### config.mk
export PLATFORM = sky130hd
export DESIGN_NAME = ped_dispatch
export DESIGN_NICKNAME = d
export VERILOG_FILES = /design/src/rtl/ped_pkg.sv /design/src/rtl/ped_dispatch.sv
export SDC_FILE = /design/constraint.sdc
export NUM_CORES = 2
export LEC_CHECK = 0
export BUFFER_PORTS_ARGS = -buffer_cell sky130_fd_sc_hd__buf_2
export CORE_ASPECT_RATIO = 0.9
export CORE_UTILIZATION = 40
export DETAILED_ROUTE_END_ITERATION = 10
export PLACE_DENSITY = 0.63
export SYNTH_ARGS = -nofsm -noshare
export SYNTH_HDL_FRONTEND = slang
export SYNTH_SLANG_ARGS = --single-unit
export TNS_END_PERCENT = 1
### constraint.sdc
create_clock -name clk -period 3.6 [get_ports clk]
set_clock_uncertainty 0.1 [all_clocks]
set_input_delay 0.36 -clock clk [delete_from_list [all_inputs] [get_ports clk]]
set_output_delay 0.36 -clock clk [all_outputs]
set_load 0.05 [all_outputs]
### src/rtl/ped_pkg.sv
package ped_pkg;

  // Clock and time base
  localparam int CLK_PERIOD_NS = 100;
  localparam int MS_NS         = 1_000_000;
  localparam int MS_CYCLES     = MS_NS / CLK_PERIOD_NS;

  // Event numbering
  localparam int          NUM_EVT  = 34;
  localparam int          EVT_W    = 6;
  localparam logic [5:0]  EVT_LIMIT = 6'h22;
  localparam logic [33:0] COMM_MASK  = 34'h0_0780_0300;
  localparam logic [33:0] TIMED_MASK = 34'h0_0060_0C00;
  localparam logic [5:0]  EVT_TIMED0 = 6'h0A;
  localparam logic [5:0]  EVT_TIMED1 = 6'h0B;

  // Groups, highest priority first
  localparam int GRP_COMM  = 0;
  localparam int GRP_IO    = 1;
  localparam int GRP_TIMED = 2;
  localparam int NUM_GRP   = 3;
  localparam int QMAX      = 16;
  localparam int CNT_W     = 5;
  localparam logic [2:0][4:0] QDEPTH = {5'h08, 5'h10, 5'h08};
  localparam logic [2:0][4:0] GRP_LEN = {5'h04, 5'h18, 5'h06};

  // Order inside each group, entry 0 is served first
  localparam logic [23:0][5:0] ORD_COMM = {108'h0, 6'h1A, 6'h19, 6'h18, 6'h17, 6'h09, 6'h08};
  localparam logic [23:0][5:0] ORD_IO = {6'h21, 6'h1F, 6'h1E, 6'h1D, 6'h20, 6'h12, 6'h11,
    6'h10, 6'h0F, 6'h0E, 6'h0D, 6'h1C, 6'h1B, 6'h0C, 6'h07, 6'h05, 6'h03, 6'h01, 6'h06,
    6'h04, 6'h02, 6'h00, 6'h14, 6'h13};
  localparam logic [23:0][5:0] ORD_TIMED = {120'h0, 6'h16, 6'h15, 6'h0B, 6'h0A};

  // Register map (byte addresses)
  localparam logic [7:0] REG_CTRL    = 8'h00;
  localparam logic [7:0] REG_STATUS  = 8'h04;
  localparam logic [7:0] REG_ATTACH  = 8'h08;
  localparam logic [7:0] REG_PER0    = 8'h0C;
  localparam logic [7:0] REG_PER1    = 8'h10;
  localparam logic [7:0] REG_ATT_LO  = 8'h14;
  localparam logic [7:0] REG_ATT_HI  = 8'h18;

  // Field positions
  localparam int CTRL_RUN_BIT   = 0;
  localparam int ATT_SET_BIT    = 8;
  localparam int ST_GEN_BIT     = 0;
  localparam int ST_ACT_BIT     = 1;
  localparam int ST_OVF_LSB     = 2;
  localparam int ST_INV_BIT     = 5;
  localparam int ST_DEPTH_BIT   = 6;
  localparam logic [7:0] PER_RESET = 8'h00;

  typedef struct packed {
    logic [31:0]      logic_stack;
    logic [3:0][31:0] acc;
    logic [15:0]      flags;
  } ped_ctx_type;

  typedef struct packed {
    logic [5:0] cv_eq;
    logic [5:0] dir_chg;
    logic [5:0] ext_rst;
    logic [1:0] pto_done;
    logic [1:0] rx_char;
    logic [1:0] tx_done;
    logic [1:0] rx_msg;
  } ped_src_type;

  typedef struct packed {
    logic op_disable;
    logic op_enable;
    logic op_counter_definition_op;
    logic op_end;
    logic handler_last;
    logic cond_return;
    logic cond_true;
    logic move_busy;
    logic sub_call;
    logic sub_return;
  } ped_core_type;

  typedef enum logic [1:0] {
    ST_IDLE   = 2'b00,
    ST_ACTIVE = 2'b01
  } ped_state_type;

endpackage

### src/rtl/ped_dispatch.sv
`timescale 1ns/1ps
`default_nettype none

module ped_dispatch #(
  parameter int MS_CYCLES = ped_pkg::MS_CYCLES
) (
  input  wire logic               clk,
  input  wire logic               reset,
  input  wire logic               psel,
  input  wire logic               penable,
  input  wire logic               pwrite,
  input  wire logic [7:0]         paddr,
  input  wire logic [31:0]        pwdata,
  output logic                    pready,
  output logic [31:0]             prdata,
  output logic                    pslverr,
  input  wire logic [3:0]         edge_input,
  input  wire ped_pkg::ped_src_type src_evt,
  input  wire logic [1:0][15:0]   mt_current,
  input  wire logic [1:0][15:0]   mt_preset,
  input  wire logic [1:0]         mt_delay_mode,
  input  wire ped_pkg::ped_core_type core,
  input  wire ped_pkg::ped_ctx_type  ctx_in,
  output logic                    handler_start,
  output logic [5:0]              handler_evt,
  output logic                    handler_active,
  output logic                    ctx_restore,
  output ped_pkg::ped_ctx_type    ctx_out,
  output logic                    invalid_op
);

  function automatic logic [6:0] pick_evt(input logic [33:0] v,
                                          input logic [23:0][5:0] ord,
                                          input logic [4:0] n);
    logic [6:0] r;
    r = 7'h00;
    for (int i = 23; i >= 0; i--)
    begin
      if ((5'(i) < n) && v[ord[i]])
        r = {1'b1, ord[i]};
    end
    return r;
  endfunction

  ////////////////////////////////////////////////////////////////////////////
  // Registers
  logic [1:0][3:0]  sync_reg;
  logic [3:0]       edge_prev_reg;
  logic [33:0]      attached_reg, pending_reg, pending_next;
  logic [1:0][7:0]  per_reg, per_live_reg;
  logic [1:0][7:0]  tcount_reg;
  logic [31:0]      tick_cnt_reg;
  logic [1:0]       mt_eq_reg;
  logic             run_reg, gen_reg, invalid_reg, depth_reg;
  logic [2:0]       ovf_reg;
  ped_pkg::ped_state_type state_reg;
  ped_pkg::ped_ctx_type   saved_reg;

  ////////////////////////////////////////////////////////////////////////////
  // APB decode
  wire        wr_en    = psel & penable & pready & pwrite;
  wire        setup    = psel & ~penable;
  wire        addr_ok  = (paddr <= ped_pkg::REG_ATT_HI) && (paddr[1:0] == 2'b00);
  wire        wr_ctrl  = wr_en & (paddr == ped_pkg::REG_CTRL);
  wire        wr_att   = wr_en & (paddr == ped_pkg::REG_ATTACH) & (pwdata[5:0] < ped_pkg::EVT_LIMIT);
  wire        wr_per0  = wr_en & (paddr == ped_pkg::REG_PER0);
  wire        wr_per1  = wr_en & (paddr == ped_pkg::REG_PER1);
  wire        wr_stat  = wr_en & (paddr == ped_pkg::REG_STATUS);
  wire [5:0]  att_evt  = pwdata[5:0];
  wire        att_set  = pwdata[ped_pkg::ATT_SET_BIT];
  wire        run_next = wr_ctrl ? pwdata[ped_pkg::CTRL_RUN_BIT] : run_reg;
  wire        run_exit = run_reg & ~run_next;

  wire [31:0] status_word = {25'h0, depth_reg, invalid_reg, ovf_reg, state_reg == ped_pkg::ST_ACTIVE,
                             gen_reg};
  wire [31:0] rd_word =
    (paddr == ped_pkg::REG_CTRL)   ? {31'h0, run_reg} :
    (paddr == ped_pkg::REG_STATUS) ? status_word :
    (paddr == ped_pkg::REG_PER0)   ? {24'h0, per_reg[0]} :
    (paddr == ped_pkg::REG_PER1)   ? {24'h0, per_reg[1]} :
    (paddr == ped_pkg::REG_ATT_LO) ? attached_reg[31:0] :
    (paddr == ped_pkg::REG_ATT_HI) ? {30'h0, attached_reg[33:32]} : 32'h0;

  // One wait-free access phase; read data latched in setup
  always_ff @(posedge clk)
  begin
    if (reset)
    begin
      pready  <= 1'b0;
      prdata  <= 32'h0;
      pslverr <= 1'b0;
    end
    else
    begin
      pready  <= setup;
      prdata  <= setup ? rd_word : prdata;
      pslverr <= setup & ~addr_ok;
    end
  end

  ////////////////////////////////////////////////////////////////////////////
  // Millisecond tick; parameter lets a bench shorten it
  wire ms_tick = (tick_cnt_reg == 32'(MS_CYCLES - 1));

  always_ff @(posedge clk)
  begin
    if (reset)
      tick_cnt_reg <= 32'h0;
    else
      tick_cnt_reg <= ms_tick ? 32'h0 : tick_cnt_reg + 32'h1;
  end

  ////////////////////////////////////////////////////////////////////////////
  // Raw events
  logic [3:0] edge_lvl;
  assign edge_lvl = {sync_reg[1][3], sync_reg[1][2], sync_reg[1][1], sync_reg[1][0]};
  wire [3:0] rise = edge_lvl & ~edge_prev_reg;
  wire [3:0] fall = ~edge_lvl & edge_prev_reg;
  wire [1:0] tmr_exp;
  wire [1:0] mt_eq_now;
  wire [1:0] mt_hit;
  logic [33:0] raw_evt;

  // Match only in on/off delay mode, on the ms update, at the edge of equality
  assign mt_eq_now = {mt_current[1] == mt_preset[1], mt_current[0] == mt_preset[0]};
  assign mt_hit    = mt_eq_now & ~mt_eq_reg & mt_delay_mode & {2{ms_tick}};

  // Periodic timers expire when count reaches latched period; zero never fires
  assign tmr_exp[0] = ms_tick & attached_reg[ped_pkg::EVT_TIMED0] & (per_live_reg[0] != 8'h00)
                      & (tcount_reg[0] + 8'h01 == per_live_reg[0]);
  assign tmr_exp[1] = ms_tick & attached_reg[ped_pkg::EVT_TIMED1] & (per_live_reg[1] != 8'h00)
                      & (tcount_reg[1] + 8'h01 == per_live_reg[1]);

  // Event number map
  assign raw_evt = {src_evt.cv_eq[5], src_evt.cv_eq[3], src_evt.ext_rst[4], src_evt.dir_chg[4],
                    src_evt.cv_eq[4], src_evt.ext_rst[0], src_evt.dir_chg[0],
                    src_evt.tx_done[1], src_evt.rx_char[1], src_evt.rx_msg[1],
                    src_evt.rx_msg[0], mt_hit, src_evt.pto_done,
                    src_evt.ext_rst[2], src_evt.dir_chg[2], src_evt.cv_eq[2],
                    src_evt.ext_rst[1], src_evt.dir_chg[1], src_evt.cv_eq[1],
                    src_evt.cv_eq[0], tmr_exp, src_evt.tx_done[0], src_evt.rx_char[0],
                    fall[3], rise[3], fall[2], rise[2], fall[1], rise[1], fall[0], rise[0]};

  // Input synchroniser and edge history; first stage read only by second
  always_ff @(posedge clk)
  begin
    if (reset)
    begin
      sync_reg      <= '0;
      edge_prev_reg <= 4'h0;
      mt_eq_reg     <= 2'b00;
    end
    else
    begin
      sync_reg[0]   <= edge_input;
      sync_reg[1]   <= sync_reg[0];
      edge_prev_reg <= edge_lvl;
      mt_eq_reg     <= ms_tick ? mt_eq_now : mt_eq_reg;
    end
  end

  ////////////////////////////////////////////////////////////////////////////
  // Attach table and timed interrupt state
  wire att_t0 = wr_att & att_set & (att_evt == ped_pkg::EVT_TIMED0);
  wire att_t1 = wr_att & att_set & (att_evt == ped_pkg::EVT_TIMED1);

  always_ff @(posedge clk)
  begin
    if (reset)
    begin
      attached_reg <= 34'h0;
      per_reg      <= {2{ped_pkg::PER_RESET}};
      per_live_reg <= {2{ped_pkg::PER_RESET}};
      tcount_reg   <= '0;
      run_reg      <= 1'b0;
    end
    else
    begin
      run_reg <= run_next;
      if (wr_per0)
        per_reg[0] <= pwdata[7:0];
      if (wr_per1)
        per_reg[1] <= pwdata[7:0];
      if (wr_att)
        attached_reg[att_evt] <= att_set;
      if (run_exit)
      begin
        attached_reg[ped_pkg::EVT_TIMED0] <= 1'b0;
        attached_reg[ped_pkg::EVT_TIMED1] <= 1'b0;
      end
      // Attach latches period and clears elapsed time
      if (att_t0)
        per_live_reg[0] <= per_reg[0];
      if (att_t1)
        per_live_reg[1] <= per_reg[1];
      tcount_reg[0] <= (att_t0 | tmr_exp[0]) ? 8'h00 :
                       (ms_tick ? tcount_reg[0] + 8'h01 : tcount_reg[0]);
      tcount_reg[1] <= (att_t1 | tmr_exp[1]) ? 8'h00 :
                       (ms_tick ? tcount_reg[1] + 8'h01 : tcount_reg[1]);
    end
  end

  ////////////////////////////////////////////////////////////////////////////
  // Pending latches feed one event per group per cycle into the queues
  logic [2:0]       q_push, q_pop, q_full, q_empty, q_ovf;
  logic [2:0][5:0]  q_push_evt, q_head;
  logic [2:0][6:0]  q_pick;

  assign q_pick[0] = pick_evt(pending_reg & ped_pkg::COMM_MASK, ped_pkg::ORD_COMM,
                              ped_pkg::GRP_LEN[0]);
  assign q_pick[1] = pick_evt(pending_reg & ~(ped_pkg::COMM_MASK | ped_pkg::TIMED_MASK),
                              ped_pkg::ORD_IO, ped_pkg::GRP_LEN[1]);
  assign q_pick[2] = pick_evt(pending_reg & ped_pkg::TIMED_MASK, ped_pkg::ORD_TIMED,
                              ped_pkg::GRP_LEN[2]);

  // Unattached events are ignored; new arrivals win over the clear
  always_comb
  begin
    pending_next = pending_reg;
    for (int g = 0; g < ped_pkg::NUM_GRP; g++)
    begin
      if (q_pick[g][6])
        pending_next[q_pick[g][5:0]] = 1'b0;
    end
    pending_next = (pending_next | (raw_evt & attached_reg)) & attached_reg;
  end

  always_ff @(posedge clk)
  begin
    if (reset)
      pending_reg <= 34'h0;
    else
      pending_reg <= pending_next;
  end

  // Per-group FIFOs; a full queue drops the event and flags overflow
  for (genvar g = 0; g < ped_pkg::NUM_GRP; g++)
  begin : g_q
    logic [5:0]             mem [ped_pkg::QMAX];
    logic [3:0]             head_reg, tail_reg;
    logic [ped_pkg::CNT_W-1:0] cnt_reg;
    assign q_push[g]     = q_pick[g][6] & ~q_full[g];
    assign q_ovf[g]      = q_pick[g][6] & q_full[g];
    assign q_push_evt[g] = q_pick[g][5:0];
    assign q_full[g]     = (cnt_reg == ped_pkg::QDEPTH[g]);
    assign q_empty[g]    = (cnt_reg == '0);
    assign q_head[g]     = mem[head_reg];
    always_ff @(posedge clk)
    begin
      if (reset)
      begin
        head_reg <= 4'h0;
        tail_reg <= 4'h0;
        cnt_reg  <= '0;
      end
      else
      begin
        if (q_push[g])
        begin
          mem[tail_reg] <= q_push_evt[g];
          tail_reg      <= (tail_reg == 4'(ped_pkg::QDEPTH[g] - 5'h01)) ? 4'h0 : tail_reg + 4'h1;
        end
        if (q_pop[g])
          head_reg <= (head_reg == 4'(ped_pkg::QDEPTH[g] - 5'h01)) ? 4'h0 : head_reg + 4'h1;
        cnt_reg <= cnt_reg + ped_pkg::CNT_W'(q_push[g]) - ped_pkg::CNT_W'(q_pop[g]);
      end
    end
  end

  ////////////////////////////////////////////////////////////////////////////
  // Dispatcher
  wire in_handler = (state_reg == ped_pkg::ST_ACTIVE);
  wire any_ready  = ~&q_empty;
  wire can_start  = ~in_handler & gen_reg & ~core.move_busy & any_ready;
  wire handler_end = in_handler & (core.handler_last | (core.cond_return & core.cond_true));
  // A call from inside a subroutine would exceed the one allowed level
  wire bad_op     = in_handler & (core.op_disable | core.op_enable | core.op_counter_definition_op | core.op_end
                                  | (core.sub_call & depth_reg));

  // Comm first, then I/O, then timed
  assign q_pop[0] = can_start & ~q_empty[0];
  assign q_pop[1] = can_start & q_empty[0] & ~q_empty[1];
  assign q_pop[2] = can_start & q_empty[0] & q_empty[1];
  wire [5:0] start_evt = ~q_empty[0] ? q_head[0] : (~q_empty[1] ? q_head[1] : q_head[2]);

  always_ff @(posedge clk)
  begin
    if (reset)
    begin
      state_reg      <= ped_pkg::ST_IDLE;
      gen_reg        <= 1'b0;
      handler_start  <= 1'b0;
      handler_evt    <= 6'h00;
      handler_active <= 1'b0;
      ctx_restore    <= 1'b0;
      ctx_out        <= '0;
      saved_reg      <= '0;
      depth_reg      <= 1'b0;
      invalid_reg    <= 1'b0;
      invalid_op     <= 1'b0;
      ovf_reg        <= 3'b000;
    end
    else
    begin
      handler_start <= can_start;
      ctx_restore   <= handler_end;
      // Global enable/disable honoured only outside a handler
      if (~in_handler & core.op_enable)
        gen_reg <= 1'b1;
      else if (~in_handler & core.op_disable)
        gen_reg <= 1'b0;
      // Set beats software clear of the sticky invalid flag
      invalid_reg <= bad_op | (invalid_reg & ~(wr_stat & pwdata[ped_pkg::ST_INV_BIT]));
      invalid_op  <= bad_op | (invalid_reg & ~(wr_stat & pwdata[ped_pkg::ST_INV_BIT]));
      if (can_start)
      begin
        state_reg      <= ped_pkg::ST_ACTIVE;
        handler_evt    <= start_evt;
        handler_active <= 1'b1;
        saved_reg      <= ctx_in;
      end
      else if (handler_end)
      begin
        state_reg      <= ped_pkg::ST_IDLE;
        handler_active <= 1'b0;
        ctx_out        <= saved_reg;
        depth_reg      <= 1'b0;
      end
      // One nesting level; a deeper call is flagged invalid above
      if (in_handler & core.sub_call)
        depth_reg <= 1'b1;
      else if (in_handler & core.sub_return)
        depth_reg <= 1'b0;
      // Overflow bits clear once queues drain and control returns
      ovf_reg <= q_ovf | ((handler_end & ~any_ready) ? 3'b000 : ovf_reg);
    end
  end

  ////////////////////////////////////////////////////////////////////////////
  // Checks
  property p_no_start_disabled;
    @(posedge clk) disable iff (reset) handler_start |-> $past(gen_reg);
  endproperty
  a_no_start_disabled: assert property (p_no_start_disabled)
    else $error("handler started while globally disabled");

  property p_no_start_in_move;
    @(posedge clk) disable iff (reset) handler_start |-> !$past(core.move_busy);
  endproperty
  a_no_start_in_move: assert property (p_no_start_in_move)
    else $error("handler started during indivisible move");

  property p_end_restores;
    @(posedge clk) disable iff (reset) (handler_active && core.handler_last) |=> ctx_restore && !handler_active;
  endproperty
  a_end_restores: assert property (p_end_restores)
    else $error("handler end did not return to main program");

  property p_cond_return;
    @(posedge clk) disable iff (reset)
      (handler_active && core.cond_return && core.cond_true) |=> ctx_restore && !handler_active;
  endproperty
  a_cond_return: assert property (p_cond_return)
    else $error("conditional return did not end handler");

  property p_bad_op;
    @(posedge clk) disable iff (reset)
      (handler_active && core.op_disable) |=> invalid_op && $stable(gen_reg);
  endproperty
  a_bad_op: assert property (p_bad_op)
    else $error("forbidden op in handler not rejected");

  property p_ctx_save;
    @(posedge clk) disable iff (reset) handler_start |-> saved_reg == $past(ctx_in);
  endproperty
  a_ctx_save: assert property (p_ctx_save)
    else $error("context not saved on entry");

  property p_no_preempt;
    @(posedge clk) disable iff (reset) handler_active && !ctx_restore |=> !handler_start;
  endproperty
  a_no_preempt: assert property (p_no_preempt)
    else $error("handler pre-empted");

  property p_reattach;
    @(posedge clk) disable iff (reset) att_t0 |=> tcount_reg[0] == 8'h00 && per_live_reg[0] == $past(per_reg[0]);
  endproperty
  a_reattach: assert property (p_reattach)
    else $error("timed attach did not restart timing");

endmodule

`default_nettype wire

-- After elaboration in Yosys (flattened, before gate mapping)
Memories as Yosys holds them, arrays and structs flattened. A register that Yosys moved wholly into a read port is not among the register bits.
Cells that the tools add are included.
- register bits after elaboration: 604
- bits in writable memories: 288
- output and inout port bits: 220
- memories kept: 3
- memory list (memory ; words ; width ; read ports ; clocked after Yosys merged registers in ; write ports ; RTL line ; source):
    g_q[0].mem ; 16 ; 6 ; 1 ; 1 ; 1 ; ped_dispatch.sv:239 ; logic [5:0] mem [ped_pkg::QMAX];
    g_q[1].mem ; 16 ; 6 ; 1 ; 1 ; 1 ; ped_dispatch.sv:239 ;
    g_q[2].mem ; 16 ; 6 ; 1 ; 1 ; 1 ; ped_dispatch.sv:239 ;
- add/sub/neg operators: 15
- magnitude comparators: 10
- equality and inequality tests: 23
- mux-type cells: 86
- bitwise operators: 83
- reduce and logical (&&, ||, !) cells: 23
- operators by type and width (kind ; number):
    7-bit 2-to-1 mux ; 34
    34-bit AND ; 5
    32-bit 2-to-1 mux ; 5
    34-bit 2-to-1 mux ; 3
    34-bit NOT ; 3
    4-bit 2-to-1 mux ; 12
    1-bit AND ; 45
    34-bit bitwise mux ; 1
    34-bit OR ; 1
    32-bit by 1-bit adder with 32-bit output, second input constant ; 1
    16-bit equality test ; 2
    32-bit by 14-bit equality test with 1-bit output, second input constant ; 1
    6-bit by 7-bit less-than comparator with 1-bit output, second input constant ; 4
    4-bit by 1-bit adder with 4-bit output, second input constant ; 6
    1-bit demux with 6-bit select ; 4
    8-bit by 5-bit equality test with 1-bit output, second input constant ; 3
    6-bit by 1-bit >= comparator with 1-bit output, second input constant ; 4
    1-bit 2-to-1 mux ; 23
    8-bit by 1-bit adder with 8-bit output, second input constant ; 2
    4-bit by 3-bit equality test with 1-bit output, second input constant ; 4
    8-bit by 4-bit equality test with 1-bit output, second input constant ; 2
    8-bit equality test ; 2
    8-bit nonzero test ; 2
    5-bit by 1-bit adder with 5-bit output ; 3
    other kinds (29) ; 68

-- Longest topological paths before layout
- word-level depth: 35
- mapped depth: 15

-- Worst setup path before layout
No wires, ideal clock.
- kind: reg2reg
- start point: register handler_active (netlist name)
- end point: register g_q[0].cnt_reg[4] (netlist name)
- library setup time: 0.070 ns
- arrival time: 2.815 ns
- data required time: 3.430 ns
- path slack: 0.615 ns
- stages on the path, launching flop included: 16
- cells stage by stage: dfxtp_1 > clkbuf_1 > nor2_1 > and2_1 > nand2_1 > inv_1 > ha_1 > inv_1 > ha_1 > inv_1 > fa_1 > inv_1 > a21oi_1 > nor2_1 > or3_1 > a21oi_1
- RTL lines (item ; RTL line ; source):
    end signal: assignment ; ped_dispatch.sv:265 ; cnt_reg <= cnt_reg + ped_pkg::CNT_W'(q_push[g]) - ped_pkg::CNT_W'(q_pop[g]);
    end: declaration ; ped_dispatch.sv:241 ; logic [ped_pkg::CNT_W-1:0] cnt_reg;

-- Final worst setup path
- start point: register pending_reg[3]
- end point: register g_q[1].cnt_reg[4] (netlist name)
- word-level cells in the longest chain between the ends: 11
- ends and longest elaborated chain (item ; RTL line ; source):
    start: declaration ; ped_dispatch.sv:49 ; logic [33:0] attached_reg, pending_reg, pending_next;
    start signal: assignment ; ped_dispatch.sv:233 ; pending_reg <= pending_next;
    7-bit 2-to-1 mux (8 in series) ; ped_dispatch.sv:39 ; if ((5'(i) < n) && v[ord[i]])
    1-bit AND ; ped_dispatch.sv:242 ; assign q_push[g] = q_pick[g][6] & ~q_full[g];
    5-bit by 1-bit adder with 5-bit output ; ped_dispatch.sv:265 ;
    5-bit by 1-bit subtractor with 5-bit output ; ped_dispatch.sv:265 ;
    end signal: assignment ; ped_dispatch.sv:265 ;
    end: declaration ; ped_dispatch.sv:241 ;
Every way passes these cells.
A chain may end at the register's enable or synchronous reset.

==> reports/summary.txt <==
Vias per cell = 5.12
Vias in the first global route = 26204
I/O Pins = 547
Multi-input logic area = 13100 µm²
Met3 Wirelength = 6720 µm
Initial antenna violation count = 9
FF/Latch Area = 19500 µm²
All-Layer GR Usage = 21.7%
WL met2 = 43200 µm
DR top layer = met4
Starting Density = 40.6%
Count leader, synth = nand2_1
Finished layout cell area = 42800 µm²
Post-synth top area cell = dfxtp_1
CP Data Arrival Time = 3.64 ns
Total of max-cap violations = 0
Post-synth top cells = 856 x nand2_1, 615 x dfxtp_1, 475 x a21oi_1
Normalized max-slew margin = 23.7%
P_leak = 15.9 nW
Number of synthesized flops with an enable pin = 240
Max H-tree Level = 3
Die area = 85400 µm²
CTS root buffer = clkbuf_16
PD cells = 503 nW/µm²
Routed WL per cell = 17.9 µm
Critical Path End Type = flop
Share of layout cells above drive strength 1 = 19.7%
Cts repair resizes = 0
Top post-synthesis cells by area = dfxtp_1 37%, edfxtp_1 21%, nand2_1 9.5%, a21oi_1 7.1%, mux4_2 4.0%
Final-stage net count = 4480
Tcrit/Tclk final = 87.8%
Synth warn = 0
Final hold vios = 0
Switching Fraction = 24.8%
Die span in x = 308 µm
P_sw = 5.34 mW
Initial DRC count = 2358
Startpoint Class = flop
Clock Path Buffers = 3
Fmax = 0.316 GHz
Yosys top cell area share = 36.5%
#FFs+latches synth = 855
Clock network power share = 42.6%
RePlAce Congestion = 0.903
Required time worst endpoint = 4.07 ns
Async SR Flop Fraction = 0%
Post-synth cell types = 75
Grt ovf = 0
Worst-Margin Slew = 1.14 ns
Pin count of the biggest net entering global routing = 177
Synth Instances = 3415
Internal power = 16.2 mW
Count of port buffers added during placement = 519
CTS buffer count = 87
Synth Net Count = 3783
Dpl cell area = 37500 µm²
Clock sinks = 855
Peak VDD IR = 0.000309 V
Min Tclk post-route = 3.16 ns
Layout fillers = 7476
Mean area per synthesized cell = 9.87 µm²
Crit Path Class = reg2reg
ANT nets after route = 0
Comb power frac = 9.7%
Status = finished, final reports clean
RSZ-0062 raised after global routing = false
Die Y-Extent = 277 µm
Post-synthesis sequential area ratio = 57.9%
HP Class = in2reg
Crit Path Max Fanout = 9
Max FFs per register = 240
Area Growth Syn to Fin = 27.0%
Met1 WL = 41700 µm
Sequential cell fraction of total power = 47.7%
Max-slew violation total from the final report = 0
Post-route DRC = 0
Row cnt = 100
Final setup vio count = 0
First drt pass iteration count = 5
Reg clk slew, reported paths = 0.07 ns
Detailed Route WL = 95100 µm
Clk Latency, worst-skew pair = 0.66 ns
Fin Setup TNS = 0 ns
First-pass GRT wire length = 147000 µm
HPWL after DPL = 64300 µm
Vias = 27220
Cell Area, Synth = 33700 µm²
TritonCTS clock tree = yes
Core Area = 83100 µm²
Ys flop type = dfxtp_1
[repair_timing]
| item | 4_1_cts | 5_1_grt |
|---|---|---|
| setup endpoints to repair | 0 | 0 |
| hold endpoints to repair | 239 | 0 |
| hold buffers | 234 | 0 |
| buffers inserted | 0 | 0 |
[per-layer routing]
| layer | track usage (%) | vias to the layer above |
|---|---|---|
| met4 | 8.61 | 0 |
| met5 | 0 | - |
| li1 | - | 13180 |
| met3 | 4.38 | 187 |
| met1 | 29.1 | 12917 |
| met2 | 34.1 | 936 |
[metrics by stage]
| stage | hold slack (ns) | utilization, % | total power, mW | setup WS [ns] | std cells |
|---|---|---|---|---|---|
| 2_1_floorplan | 0.314 | - | 11.7 | 0.615 | 3415 |
| 3_3_place_gp | 0.323 | 45.1 | 12.3 | 0.476 | 4911 |
| 3_5_place_dp | 0.321 | 45.1 | 12.3 | 0.484 | 4911 |
| 4_1_cts | 0.0276 | 51.5 | 21.7 | 0.463 | 5309 |
| 5_1_grt | 0.0772 | 51.5 | 22.4 | 0.233 | 5318 |
| 6_report | 0.0764 | 51.5 | 21.6 | 0.438 | 5318 |
[final cells by class]
cell class	instances	area share, %
Sequential cell	855	45.6
Antenna cell	9	0.0526
Multi-Input combinational cell	2286	30.7
Tap cell	1122	3.28
Inverter	68	0.596
Timing Repair Buffer	814	12.9
Clock buffer	124	5.84
Clock inverter	40	1.04
[layout by cell type, fill, tap and decap left out, types with 15 or more instances in the layout]
master,synthesis,routed
nor2b_1,37,36
clkbuf_8,0,16
or3_1,29,29
edfxtp_1,240,240
nand2_1,856,856
buf_2,33,518
ha_1,38,38
a22o_1,18,18
dfxtp_1,615,615
a211oi_1,15,15
mux2i_1,58,58
buf_4,1,51
inv_1,68,68
nor2_1,189,188
a21oi_1,475,475
mux4_2,60,60
xor2_1,45,45
o21ai_0,46,46
clkbuf_16,0,88
nor3_1,43,43
and3_1,20,20
clkbuf_1,154,19
a31oi_1,16,16
dlygate4sd3_1,0,234
nand3_1,70,70
nand4_1,26,26
xnor2_1,62,62
[path summary, 6_finish.rpt]
check                 startpoint                end  slack, ns  cells after the start
hold reg to reg      sync_reg[0]        edge_lvl[0]       0.34                      1
setup / recovery  pending_reg[3]  g_q[1].cnt_reg[4]       0.44                     12
hold / removal    mt_current[12]       mt_eq_reg[0]       0.08                      6
setup reg to reg  pending_reg[3]  g_q[1].cnt_reg[4]       0.44                     12
[logic make-up (layout without fill, tap and decap cells)]
| group | after synthesis | after routing | synth area share, % |
|---|---|---|---|
| AND/OR/NAND/NOR | 1369 | 1369 | 17.8 |
| flip-flops | 855 | 855 | 57.9 |
| AO/OA/AOI/OAI | 645 | 645 | 10.7 |
| buffers and inverters | 274 | 1046 | 3.21 |
| multiplexers | 124 | 124 | 5.93 |
| XOR/XNOR | 107 | 107 | 2.78 |
| adder cells (fa/ha/maj) | 41 | 41 | 1.59 |
| other | 0 | 9 | 0 |
[worst max-delay path, cell delays in order, from the launching register on]
cell     delay [ns]
dfxtp_1        0.36
or4_4          0.58
nor3_2         0.26
nand4_2        0.22
and2_1         0.33
ha_1           0.26
inv_1          0.07
fa_1           0.20
inv_1          0.05
a21oi_1        0.13
nor2_1         0.06
or3_1          0.34
a21oi_1        0.14
[power groups by stage]
| stage | registers (mW) | clock network, mW | logic (mW) |
|---|---|---|---|
| floorplan | 10.5 | 0 | 1.16 |
| global placement | 10.5 | 0 | 1.84 |
| detailed placement | 10.5 | 0 | 1.86 |
| CTS | 10.3 | 9.39 | 2.09 |
| global route | 10.3 | 9.78 | 2.30 |
| finish | 10.3 | 9.19 | 2.09 |
(Power assumes the default switching activity.)
